[config.mk]
export PLATFORM = sky130hd
export DESIGN_NAME = fcc_host
export DESIGN_NICKNAME = d
export VERILOG_FILES = /design/src/inc/fcc_pkg.sv /design/src/hw/fcc_strobe.sv /design/src/hw/fcc_host.sv
export SDC_FILE = /design/constraint.sdc
export NUM_CORES = 1
export LEC_CHECK = 0
export ABC_AREA = 1
export BUFFER_PORTS_ARGS = -buffer_cell sky130_fd_sc_hd__clkbuf_2
export CORE_MARGIN = 1.5
export CORE_UTILIZATION = 54
export CTS_BUF_LIST = sky130_fd_sc_hd__clkbuf_16
export DETAILED_ROUTE_END_ITERATION = 6
export PLACE_DENSITY = 0.79
export SETUP_SLACK_MARGIN = 0.02
export SYNTH_ARGS = -nofsm -noshare
export SYNTH_HDL_FRONTEND = slang
export SYNTH_SLANG_ARGS = --single-unit
[constraint.sdc]
create_clock -name clk_sys -period 2.2 [get_ports clk_sys]
set_input_delay 0.22 -clock clk_sys [delete_from_list [all_inputs] [get_ports clk_sys]]
set_output_delay 0.22 -clock clk_sys [all_outputs]
set_load 0.01 [all_outputs]
[src/inc/fcc_pkg.sv]
// constants and carrier types of the flash card command controller
// assumes one 20 mhz clock, a card of up to sixteen chips on a 16-bit bus
//
// Notes on behaviour
// (RL1) FF/FFFF write returns chip to array read
// (RL2) 90/9090 then two reads give ids
// (RL3) erase is 20 then D0 same zone
// (RL4) one 128 KB zone per erase
// (RL5) B0 suspends erase, D0 resumes it
// (RL6) program is 40 then data word
// (RL7) 10 is alternate program setup code
// (RL8) 70 makes next read return status
// (RL9) single 50 write clears status
// (RL10) address latched on strobe or enable rise
// (RL11) program data latched on same rising edge
// (RL12) status bit 7 one means engine ready
// (RL13) suspended erase reports engine ready
// (RL14) status bit 6 shows erase suspended
// (RL15) status bit 5 shows erase failure
// (RL16) status bit 4 shows program failure
// (RL17) status bit 3 shows low program supply
// (RL18) upper status byte mirrors lower byte
// (RL19) odd chip upper byte, even chip lower
// (RL20) sixteen chips in eight 16-bit pairs
// (RL21) sixteen 64K blocks per chip
// (RL22) clear status before program or erase
// (RL23) reserved status bits read zero
// (RL24) read-level supply inhibits program, erase
package fcc_pkg;
    // ****************************************************************
    // command codes (one byte, doubled on a 16-bit bus)
    // ****************************************************************
    localparam logic [7:0] CMD_READ_ARRAY = 8'hff;
    localparam logic [7:0] CMD_READ_ID = 8'h90;
    localparam logic [7:0] CMD_ERASE_SETUP = 8'h20;
    localparam logic [7:0] CMD_CONFIRM = 8'hd0;
    localparam logic [7:0] CMD_SUSPEND = 8'hb0;
    localparam logic [7:0] CMD_PROG_SETUP = 8'h40;
    localparam logic [7:0] CMD_PROG_ALT = 8'h10;
    localparam logic [7:0] CMD_READ_STATUS = 8'h70;
    localparam logic [7:0] CMD_CLEAR_STATUS = 8'h50;
    // ****************************************************************
    // status bit positions
    // ****************************************************************
    localparam int ST_ERASE_ERR = 5;
    localparam int ST_PROG_ERR = 4;
    localparam int ST_SUPPLY_LOW = 3;
    // ****************************************************************
    // identifier addresses
    // ****************************************************************
    localparam logic [23:0] ID_MAKER_ADDR = 24'h000000;
    localparam logic [23:0] ID_DEVICE_ADDR = 24'h000001;
    // ****************************************************************
    // bus cycle timing in 50 ns clocks
    // ****************************************************************
    localparam int CLK_NS = 50;
    localparam int STROBE_NS = 200;
    localparam int STROBE_CYC = (STROBE_NS + CLK_NS - 1) / CLK_NS;
    localparam int SETTLE_CYC = 1;
    // ****************************************************************
    // user-side operations and their carrier
    // ****************************************************************
    typedef enum logic [2:0] {
        OP_READ_ARRAY, OP_READ_ID, OP_ERASE, OP_SUSPEND,
        OP_RESUME, OP_PROGRAM, OP_READ_STATUS, OP_CLEAR_STATUS
    } fcc_op_type;
    typedef struct packed {
        fcc_op_type op;
        logic wide;        // 16-bit organisation
        logic alt_setup;   // program uses the alternate setup code
        logic [23:0] addr;
        logic [15:0] data;
    } fcc_req_type;
    typedef struct packed {
        logic [15:0] word0;   // status, array word or maker code
        logic [15:0] word1;   // device code
        logic supply_low;
        logic erase_err;
        logic prog_err;
    } fcc_rsp_type;
endpackage

[src/hw/fcc_strobe.sv]
// one card bus cycle: address and enables, then write or output strobe
// assumes the caller holds cyc_start for one clock while idle
module fcc_strobe
(
    // clock and reset
    input wire logic clk_sys,
    input wire logic rst_n,
    // cycle request
    input wire logic cyc_start,
    input wire logic cyc_write,
    input wire logic cyc_wide,
    input wire logic [23:0] cyc_addr,
    input wire logic [15:0] cyc_wdata,
    output logic cyc_done,
    output logic [15:0] cyc_rdata,
    // card pins
    input wire logic [15:0] card_d_in,
    output logic [15:0] card_d_out,
    output logic [15:0] card_d_oe_n,
    output logic [23:0] card_a,
    output logic low_byte_select_n,
    output logic high_byte_select_n,
    output logic card_we_n,
    output logic card_oe_n
);
    // ****************************************************************
    // sequencer
    // ****************************************************************
    typedef enum logic [1:0] {S_IDLE, S_SETUP, S_STROBE, S_HOLD} fcc_ph_type;
    fcc_ph_type ph_r, ph_nxt;
    logic [3:0] cnt_r, cnt_nxt;
    logic wr_r, wr_nxt;   // latched direction
    logic wd_r, wd_nxt;   // latched width
    logic [15:0] d2_r, d3_r, d1_r;  // data input synchroniser
    logic [15:0] rd_r, rd_nxt;
    logic done_r, done_nxt;
    logic [23:0] a_nxt;
    logic [15:0] wdat_nxt;

    // next phase; the strobe is raised before enables so the card
    // latches address and data on that rising edge (see RL10) (see RL11)
    always_comb
    begin
        ph_nxt = ph_r;
        cnt_nxt = cnt_r;
        wr_nxt = wr_r;
        wd_nxt = wd_r;
        rd_nxt = rd_r;
        done_nxt = 1'b0;
        a_nxt = card_a;
        wdat_nxt = card_d_out;
        case (ph_r)
            S_IDLE:
            begin
                if (cyc_start)
                begin
                    ph_nxt = S_SETUP;
                    wr_nxt = cyc_write;
                    wd_nxt = cyc_wide;
                    a_nxt = cyc_addr;
                    wdat_nxt = cyc_wdata;
                    cnt_nxt = 4'(fcc_pkg::SETTLE_CYC);
                end
            end
            S_SETUP:
            begin
                if (cnt_r <= 4'h1)
                begin
                    ph_nxt = S_STROBE;
                    cnt_nxt = 4'(fcc_pkg::STROBE_CYC + 2);
                end
                else
                    cnt_nxt = cnt_r - 4'h1;
            end
            S_STROBE:
            begin
                // extra two clocks let the synchroniser catch read data
                if (cnt_r <= 4'h1)
                begin
                    ph_nxt = S_HOLD;
                    rd_nxt = d3_r;
                end
                else
                    cnt_nxt = cnt_r - 4'h1;
            end
            S_HOLD:
            begin
                ph_nxt = S_IDLE;
                done_nxt = 1'b1;
            end
            default: ph_nxt = S_IDLE;
        endcase
    end

    // registers and pins
    always_ff @(posedge clk_sys)
    begin
        d1_r <= card_d_in;
        d2_r <= d1_r;
        d3_r <= d2_r;
        if (!rst_n)
        begin
            ph_r <= S_IDLE;
            cnt_r <= 4'h0;
            wr_r <= 1'b0;
            wd_r <= 1'b0;
            rd_r <= 16'h0000;
            done_r <= 1'b0;
            card_we_n <= 1'b1;
            card_oe_n <= 1'b1;
            low_byte_select_n <= 1'b1;
            high_byte_select_n <= 1'b1;
            card_d_oe_n <= 16'hffff;
            card_d_out <= 16'h0000;
            card_a <= 24'h000000;
        end
        else
        begin
            ph_r <= ph_nxt;
            cnt_r <= cnt_nxt;
            wr_r <= wr_nxt;
            wd_r <= wd_nxt;
            rd_r <= rd_nxt;
            done_r <= done_nxt;
            card_a <= a_nxt;
            card_d_out <= wdat_nxt;
            // odd byte on the upper lane, even on the lower (see RL19)
            low_byte_select_n <= !(ph_nxt != S_IDLE
                && (wd_nxt || !a_nxt[0]));
            high_byte_select_n <= !(ph_nxt != S_IDLE
                && (wd_nxt || a_nxt[0]));
            card_we_n <= !(ph_nxt == S_STROBE && wr_nxt);
            card_oe_n <= !(ph_nxt == S_STROBE && !wr_nxt);
            card_d_oe_n <= (ph_nxt != S_IDLE && wr_nxt) ? 16'h0000
                : 16'hffff;
        end
    end

    assign cyc_done = done_r;
    assign cyc_rdata = rd_r;
endmodule

[src/hw/fcc_host.sv]
// host controller that drives a flash memory card through its pins
// assumes one 20 mhz clock; the user holds a request until req_ready
module fcc_host
(
    // clock and reset
    input wire logic clk_sys,
    input wire logic rst_n,
    // user request
    input wire logic req_valid,
    input wire fcc_pkg::fcc_req_type req,
    output logic req_ready,
    // user answer
    output logic rsp_valid,
    output fcc_pkg::fcc_rsp_type rsp,
    // card pins
    input wire logic [15:0] card_d_in,
    output logic [15:0] card_d_out,
    output logic [15:0] card_d_oe_n,
    output logic [23:0] card_a,
    output logic low_byte_select_n,
    output logic high_byte_select_n,
    output logic card_we_n,
    output logic card_oe_n
);
    // ****************************************************************
    // command sequencer
    // ****************************************************************
    typedef enum logic [1:0] {H_IDLE, H_CYC, H_WAIT, H_ANS} fcc_hs_type;
    fcc_hs_type st_r, st_nxt;
    fcc_pkg::fcc_req_type cur_r, cur_nxt;
    logic [1:0] step_r, step_nxt;   // bus cycle index in the command
    logic [1:0] last_r, last_nxt;   // index of final cycle
    fcc_pkg::fcc_rsp_type rsp_r, rsp_nxt;
    logic rv_r, rv_nxt;
    logic rdy_r, rdy_nxt;
    logic cyc_start_r, cyc_start_nxt;
    logic cyc_done;
    logic [15:0] cyc_rdata;
    logic cyc_write;
    logic [23:0] cyc_addr;
    logic [15:0] cyc_wdata;

    // doubles a code on a wide bus, both chips of a pair see it
    function automatic logic [15:0] code(input logic [7:0] c,
                                          input logic wide);
        code = wide ? {c, c} : {8'h00, c};
    endfunction

    // ****************************************************************
    // choice of the bus cycle for each step
    // ****************************************************************
    always_comb
    begin
        cyc_write = 1'b1;
        cyc_addr = cur_r.addr;
        cyc_wdata = 16'h0000;
        case (cur_r.op)
            fcc_pkg::OP_READ_ARRAY:
            begin
                // back to array mode, then read the word (see RL1)
                cyc_write = (step_r == 2'd0);
                cyc_wdata = code(fcc_pkg::CMD_READ_ARRAY, cur_r.wide);
            end
            fcc_pkg::OP_READ_ID:
            begin
                // command, then maker and device code reads (see RL2)
                cyc_write = (step_r == 2'd0);
                cyc_wdata = code(fcc_pkg::CMD_READ_ID, cur_r.wide);
                cyc_addr = (step_r == 2'd2) ? fcc_pkg::ID_DEVICE_ADDR
                    : fcc_pkg::ID_MAKER_ADDR;
            end
            fcc_pkg::OP_ERASE:
                // same zone address on both cycles (see RL3) (see RL4)
                cyc_wdata = (step_r == 2'd0)
                    ? code(fcc_pkg::CMD_ERASE_SETUP, cur_r.wide)
                    : code(fcc_pkg::CMD_CONFIRM, cur_r.wide);
            fcc_pkg::OP_SUSPEND:
                cyc_wdata = code(fcc_pkg::CMD_SUSPEND, cur_r.wide); // see RL5
            fcc_pkg::OP_RESUME:
                cyc_wdata = code(fcc_pkg::CMD_CONFIRM, cur_r.wide); // see RL5
            fcc_pkg::OP_PROGRAM:
                // setup code then the word itself (see RL6) (see RL7)
                cyc_wdata = (step_r != 2'd0) ? cur_r.data
                    : code(cur_r.alt_setup ? fcc_pkg::CMD_PROG_ALT
                    : fcc_pkg::CMD_PROG_SETUP, cur_r.wide);
            fcc_pkg::OP_READ_STATUS:
            begin
                cyc_write = (step_r == 2'd0);  // see RL8
                cyc_wdata = code(fcc_pkg::CMD_READ_STATUS, cur_r.wide);
            end
            fcc_pkg::OP_CLEAR_STATUS: // see RL9, RL22
                cyc_wdata = code(fcc_pkg::CMD_CLEAR_STATUS, cur_r.wide);
            default: cyc_write = 1'b1;
        endcase
    end

    // ****************************************************************
    // sequencer next state
    // ****************************************************************
    always_comb
    begin
        st_nxt = st_r;
        cur_nxt = cur_r;
        step_nxt = step_r;
        last_nxt = last_r;
        rsp_nxt = rsp_r;
        rv_nxt = 1'b0;
        rdy_nxt = 1'b0;
        cyc_start_nxt = 1'b0;
        case (st_r)
            H_IDLE:
            begin
                if (req_valid)
                begin
                    cur_nxt = req;
                    step_nxt = 2'd0;
                    rdy_nxt = 1'b1;
                    rsp_nxt = '0;
                    cyc_start_nxt = 1'b1;
                    st_nxt = H_WAIT;
                    case (req.op)
                        fcc_pkg::OP_READ_ID: last_nxt = 2'd2;
                        fcc_pkg::OP_READ_ARRAY,
                        fcc_pkg::OP_ERASE,
                        fcc_pkg::OP_PROGRAM,
                        fcc_pkg::OP_READ_STATUS: last_nxt = 2'd1;
                        default: last_nxt = 2'd0;
                    endcase
                end
            end
            H_CYC:
            begin
                cyc_start_nxt = 1'b1;
                st_nxt = H_WAIT;
            end
            H_WAIT:
            begin
                if (cyc_done)
                begin
                    // read data: status, array word, or maker then device code
                    if (!cyc_write && step_r != 2'd2)
                        rsp_nxt.word0 = cyc_rdata;
                    if (!cyc_write && step_r == 2'd2)
                        rsp_nxt.word1 = cyc_rdata;
                    if (step_r == last_r)
                        st_nxt = H_ANS;
                    else
                    begin
                        step_nxt = step_r + 2'd1;
                        st_nxt = H_CYC;
                    end
                end
            end
            H_ANS:
            begin
                // error summary of a status read; a wide bus ors both
                // chips' copies (see RL18), reserved bits ignored (see RL23)
                rsp_nxt.supply_low = rsp_r.word0[fcc_pkg::ST_SUPPLY_LOW]
                    | (cur_r.wide & rsp_r.word0[fcc_pkg::ST_SUPPLY_LOW+8]);
                rsp_nxt.erase_err = rsp_r.word0[fcc_pkg::ST_ERASE_ERR]
                    | (cur_r.wide & rsp_r.word0[fcc_pkg::ST_ERASE_ERR+8]);
                rsp_nxt.prog_err = rsp_r.word0[fcc_pkg::ST_PROG_ERR]
                    | (cur_r.wide & rsp_r.word0[fcc_pkg::ST_PROG_ERR+8]);
                if (cur_r.op != fcc_pkg::OP_READ_STATUS)
                begin
                    rsp_nxt.supply_low = 1'b0;
                    rsp_nxt.erase_err = 1'b0;
                    rsp_nxt.prog_err = 1'b0;
                end
                rv_nxt = 1'b1;
                st_nxt = H_IDLE;
            end
            default: st_nxt = H_IDLE;
        endcase
    end

    // registers
    always_ff @(posedge clk_sys)
    begin
        if (!rst_n)
        begin
            st_r <= H_IDLE;
            cur_r <= '0;
            step_r <= 2'd0;
            last_r <= 2'd0;
            rsp_r <= '0;
            rv_r <= 1'b0;
            rdy_r <= 1'b0;
            cyc_start_r <= 1'b0;
        end
        else
        begin
            st_r <= st_nxt;
            cur_r <= cur_nxt;
            step_r <= step_nxt;
            last_r <= last_nxt;
            rsp_r <= rsp_nxt;
            rv_r <= rv_nxt;
            rdy_r <= rdy_nxt;
            cyc_start_r <= cyc_start_nxt;
        end
    end

    assign req_ready = rdy_r;
    assign rsp_valid = rv_r;
    assign rsp = rsp_r;

    // ****************************************************************
    // bus cycle engine
    // ****************************************************************
    fcc_strobe u_strobe
    (
        .clk_sys(clk_sys),
        .rst_n(rst_n),
        .cyc_start(cyc_start_r),
        .cyc_write(cyc_write),
        .cyc_wide(cur_r.wide),
        .cyc_addr(cyc_addr),
        .cyc_wdata(cyc_wdata),
        .cyc_done(cyc_done),
        .cyc_rdata(cyc_rdata),
        .card_d_in(card_d_in),
        .card_d_out(card_d_out),
        .card_d_oe_n(card_d_oe_n),
        .card_a(card_a),
        .low_byte_select_n(low_byte_select_n),
        .high_byte_select_n(high_byte_select_n),
        .card_we_n(card_we_n),
        .card_oe_n(card_oe_n)
    );
endmodule

==> metrics.yaml <==
global_routing:
  grt_max_degree: 76
  grt_overflow: 0
  antenna_found_initial: 1
  grt_first_pass_wirelength_mm: 28.0
  grt_pass1_vias: 5953
  track_usage: 0.234
die:
  std_cell_rows: 42
  fp.dieH_um: 120
  die_w_um: 120
  core_um2: 13300
  die-area_um2: 14500
  start_util: 0.558
  pin_count: 161
synthesis:
  async_reset_ff_frac: 0
  avgSynthCellArea_um2: 8.05
  yosys.area.top_type: "dfxtp_1"
  ys.flop_type: "dfxtp_1"
  syn-instance-count: 925
  ys_ff_latch: 207
  synth_fp_nets: 998
  yosysMostFrequentCell: "dfxtp_1"
  syn_area_um2: 7440
  synth_common_cells: "dfxtp_1, nand2_1, nor2_1"
  ys_warn_count: 0
  synth_area_leaders: "dfxtp_1, o21ai_0, nand2_1, a21oi_1, nor2_1"
  ys_types: 25
  yosysSeqAreaShare: 0.557
  synth-edff-count: 0
  synth_top_area_frac: 0.557
place:
  place_ws_ns: 0.539
  post-dp-hpwl_mm: 10.4
  place_congestion: 0.877
  dp_cells: 1204
  port_buffers: 160
power:
  internal-power_mw: 6.30
  combPwrFrac: 0.152
  sw_frac_of_total: 0.267
  vdd_ir_drop_max_mv: 0.855
  power_frac_clock: 0.358
  cellPowerDensity_nw_per_um2: 920
  power_frac_seq: 0.490
  power_switching_mw: 2.30
  leakagePower_nw: 4.20
sta:
  final_hold_viol_count: 0
  fmax_ghz: 0.591
  rsz0062_at_grt: "no"
  period_needed_ns: 1.69
  worst_clock_skew_ns: 0.00731
  report.final.slew_viol_count: 0
  setup_viol: 0
  fin_ws_ns: 0.509
  hold_slack_ns: 0.00652
  max-slew-margin-rel: 0.520
  fin_tns_setup_ns: 0
  max_slew.worst_pin.slew_ns: 0.719
  post-route-period-util: 0.769
critical_path:
  crit_type: "flip-flop to flip-flop"
  crit_arrival_ns: 2.08
  required_ns: 2.59
  crit_path_end_kind: "flip-flop"
  crit_path_max_fanout: 63
  startpoint_type: "flip-flop"
clocking:
  cts_root_buf: "clkbuf_16"
  postCtsSetupRepairBufs: 0
  cts_hold_buf: 54
  cts_buffers: 21
  clkSlewWorstSetupHoldPaths_ns: 0.06
  cts_tree: "built"
  cts.htree.levels: 1
  clock-sinks: 207
  clock_path_buffers: 3
  cts_resized: 0
  clkLatencyLatePin_ns: 0.49
route:
  antenna_left: 0
  drt_first_pass_iters: 5
  via_per_inst: 5.02
  num_vias: 6503
  totalWireLength_mm: 16.8
  wl_per_cell_um: 13.0
  first_iter_violations: 467
  drc: 0
final_layout:
  final_layout_size_suffix_gt1_frac: 0.182
  multi_input_area_um2: 2720
  nets: 1178
  area_delta_synth_final_pct: 25.5
  instances_no_fill: 1295
  nFillCells: 1079
  fin_util: 0.700
  ff_latch_area_um2: 4140
hold_path:
  worstHoldPathType: "primary input to flip-flop"
run:
  cap_violations: 0
status:
  status: "completed"
==> layout make-up <==
| class | instances | area share |
|---|---|---|
| timing repair buffer | 229 | 0.157 |
| clock buffer | 21 | 0.0562 |
| tap | 176 | 0.0236 |
| inverter | 54 | 0.0217 |
| clock inverter | 15 | 0.00710 |
| multi-input combinational | 592 | 0.291 |
| sequential | 207 | 0.443 |
| antenna | 1 | 0.000268 |
==> sequential cells by signal, summed over array words and instances, names as in the netlist, 4 cells and up <==
register	flops
u_strobe.d3_r	16
u_strobe.d2_r	16
u_strobe.d1_r	16
cur_r	45
rsp	35
u_strobe.cnt_r	4
u_strobe.card_d_out	16
u_strobe.card_a	24
u_strobe.cyc_rdata	16
==> worst paths after layout <==
| path | start | to | slack (ns) | cells past startpoint |
|---|---|---|---|---|
| worst min register to register | u_strobe.d2_r[14] | u_strobe.d3_r[14] | 0.32 | 0 |
| worst max register to register | u_strobe.ph_r[0] | u_strobe.card_d_out[14] | 0.51 | 10 |
| worst max-delay path | u_strobe.ph_r[0] | u_strobe.card_d_out[14] | 0.51 | 10 |
| worst min-delay path | req[37] | cur_r[37] | 0.007 | 3 |
==> cells in the final DEF (no fill, tap or decap), types with 2 or more instances in the layout <==
cell type      instances
a21oi_1              107
a31oi_1                2
buf_4                 15
clkbuf_16             21
clkbuf_2             159
clkinv_1               8
dfxtp_1              207
dlygate4sd3_1         54
ha_1                   9
inv_1                 58
inv_6                  2
nand2_1              143
nand3_1               64
nand4_1                4
nor2_1               139
nor3_1                 2
o21ai_0              111
or2_2                  2
xnor2_1                3
==> power by group through the flow <==
stage                     clock, mW  sequential, mW  combinational [mW]
after floorplan                   0            4.32               0.825
after global placement            0            4.29                1.20
after detailed placement          0            4.29                1.22
after CTS                      3.15            4.21                1.30
after global routing           3.30            4.25                1.49
final                          3.08            4.22                1.31
==> critical path, cell delays in order (launching register included) <==
cell and delay (ns):
dfxtp_1 0.34, inv_1 0.13, ha_1 0.20, nand2_1 0.08, inv_1 0.14, buf_12 0.25, nand2_1 0.08, nand2_1 0.16
nand4_1 0.11, nand2_1 0.07, inv_1 0.03
==> routing by layer <==
metal | part of all wire | vias to the layer above | global-route usage
met4 | 0.029 | 0 | 0.0765
met1 | 0.44 | 2914 | 0.307
met3 | 0.055 | 35 | 0.0401
li1 | - | 3353 | -
met5 | 0 | - | 0
met2 | 0.48 | 201 | 0.394
==> kinds of logic after synthesis <==
family                   count (synthesis)  synth area share
AND/OR/NAND/NOR                        357             0.194
AO/OA/AOI/OAI                          223             0.151
flip-flops                             207             0.557
adder cells (fa/ha/maj)                  9            0.0151
buffers and inverters                  126            0.0792
XOR/XNOR                                 3           0.00353
==> per-stage QoR <==
stage,area (um^2),total power [mW]
floorplan,7440,5.14
global placement,8210,5.48
detailed placement,8210,5.51
CTS,9340,8.66
global route,9350,9.04
finish,9350,8.60
Power figures use the tool's default switching activity.
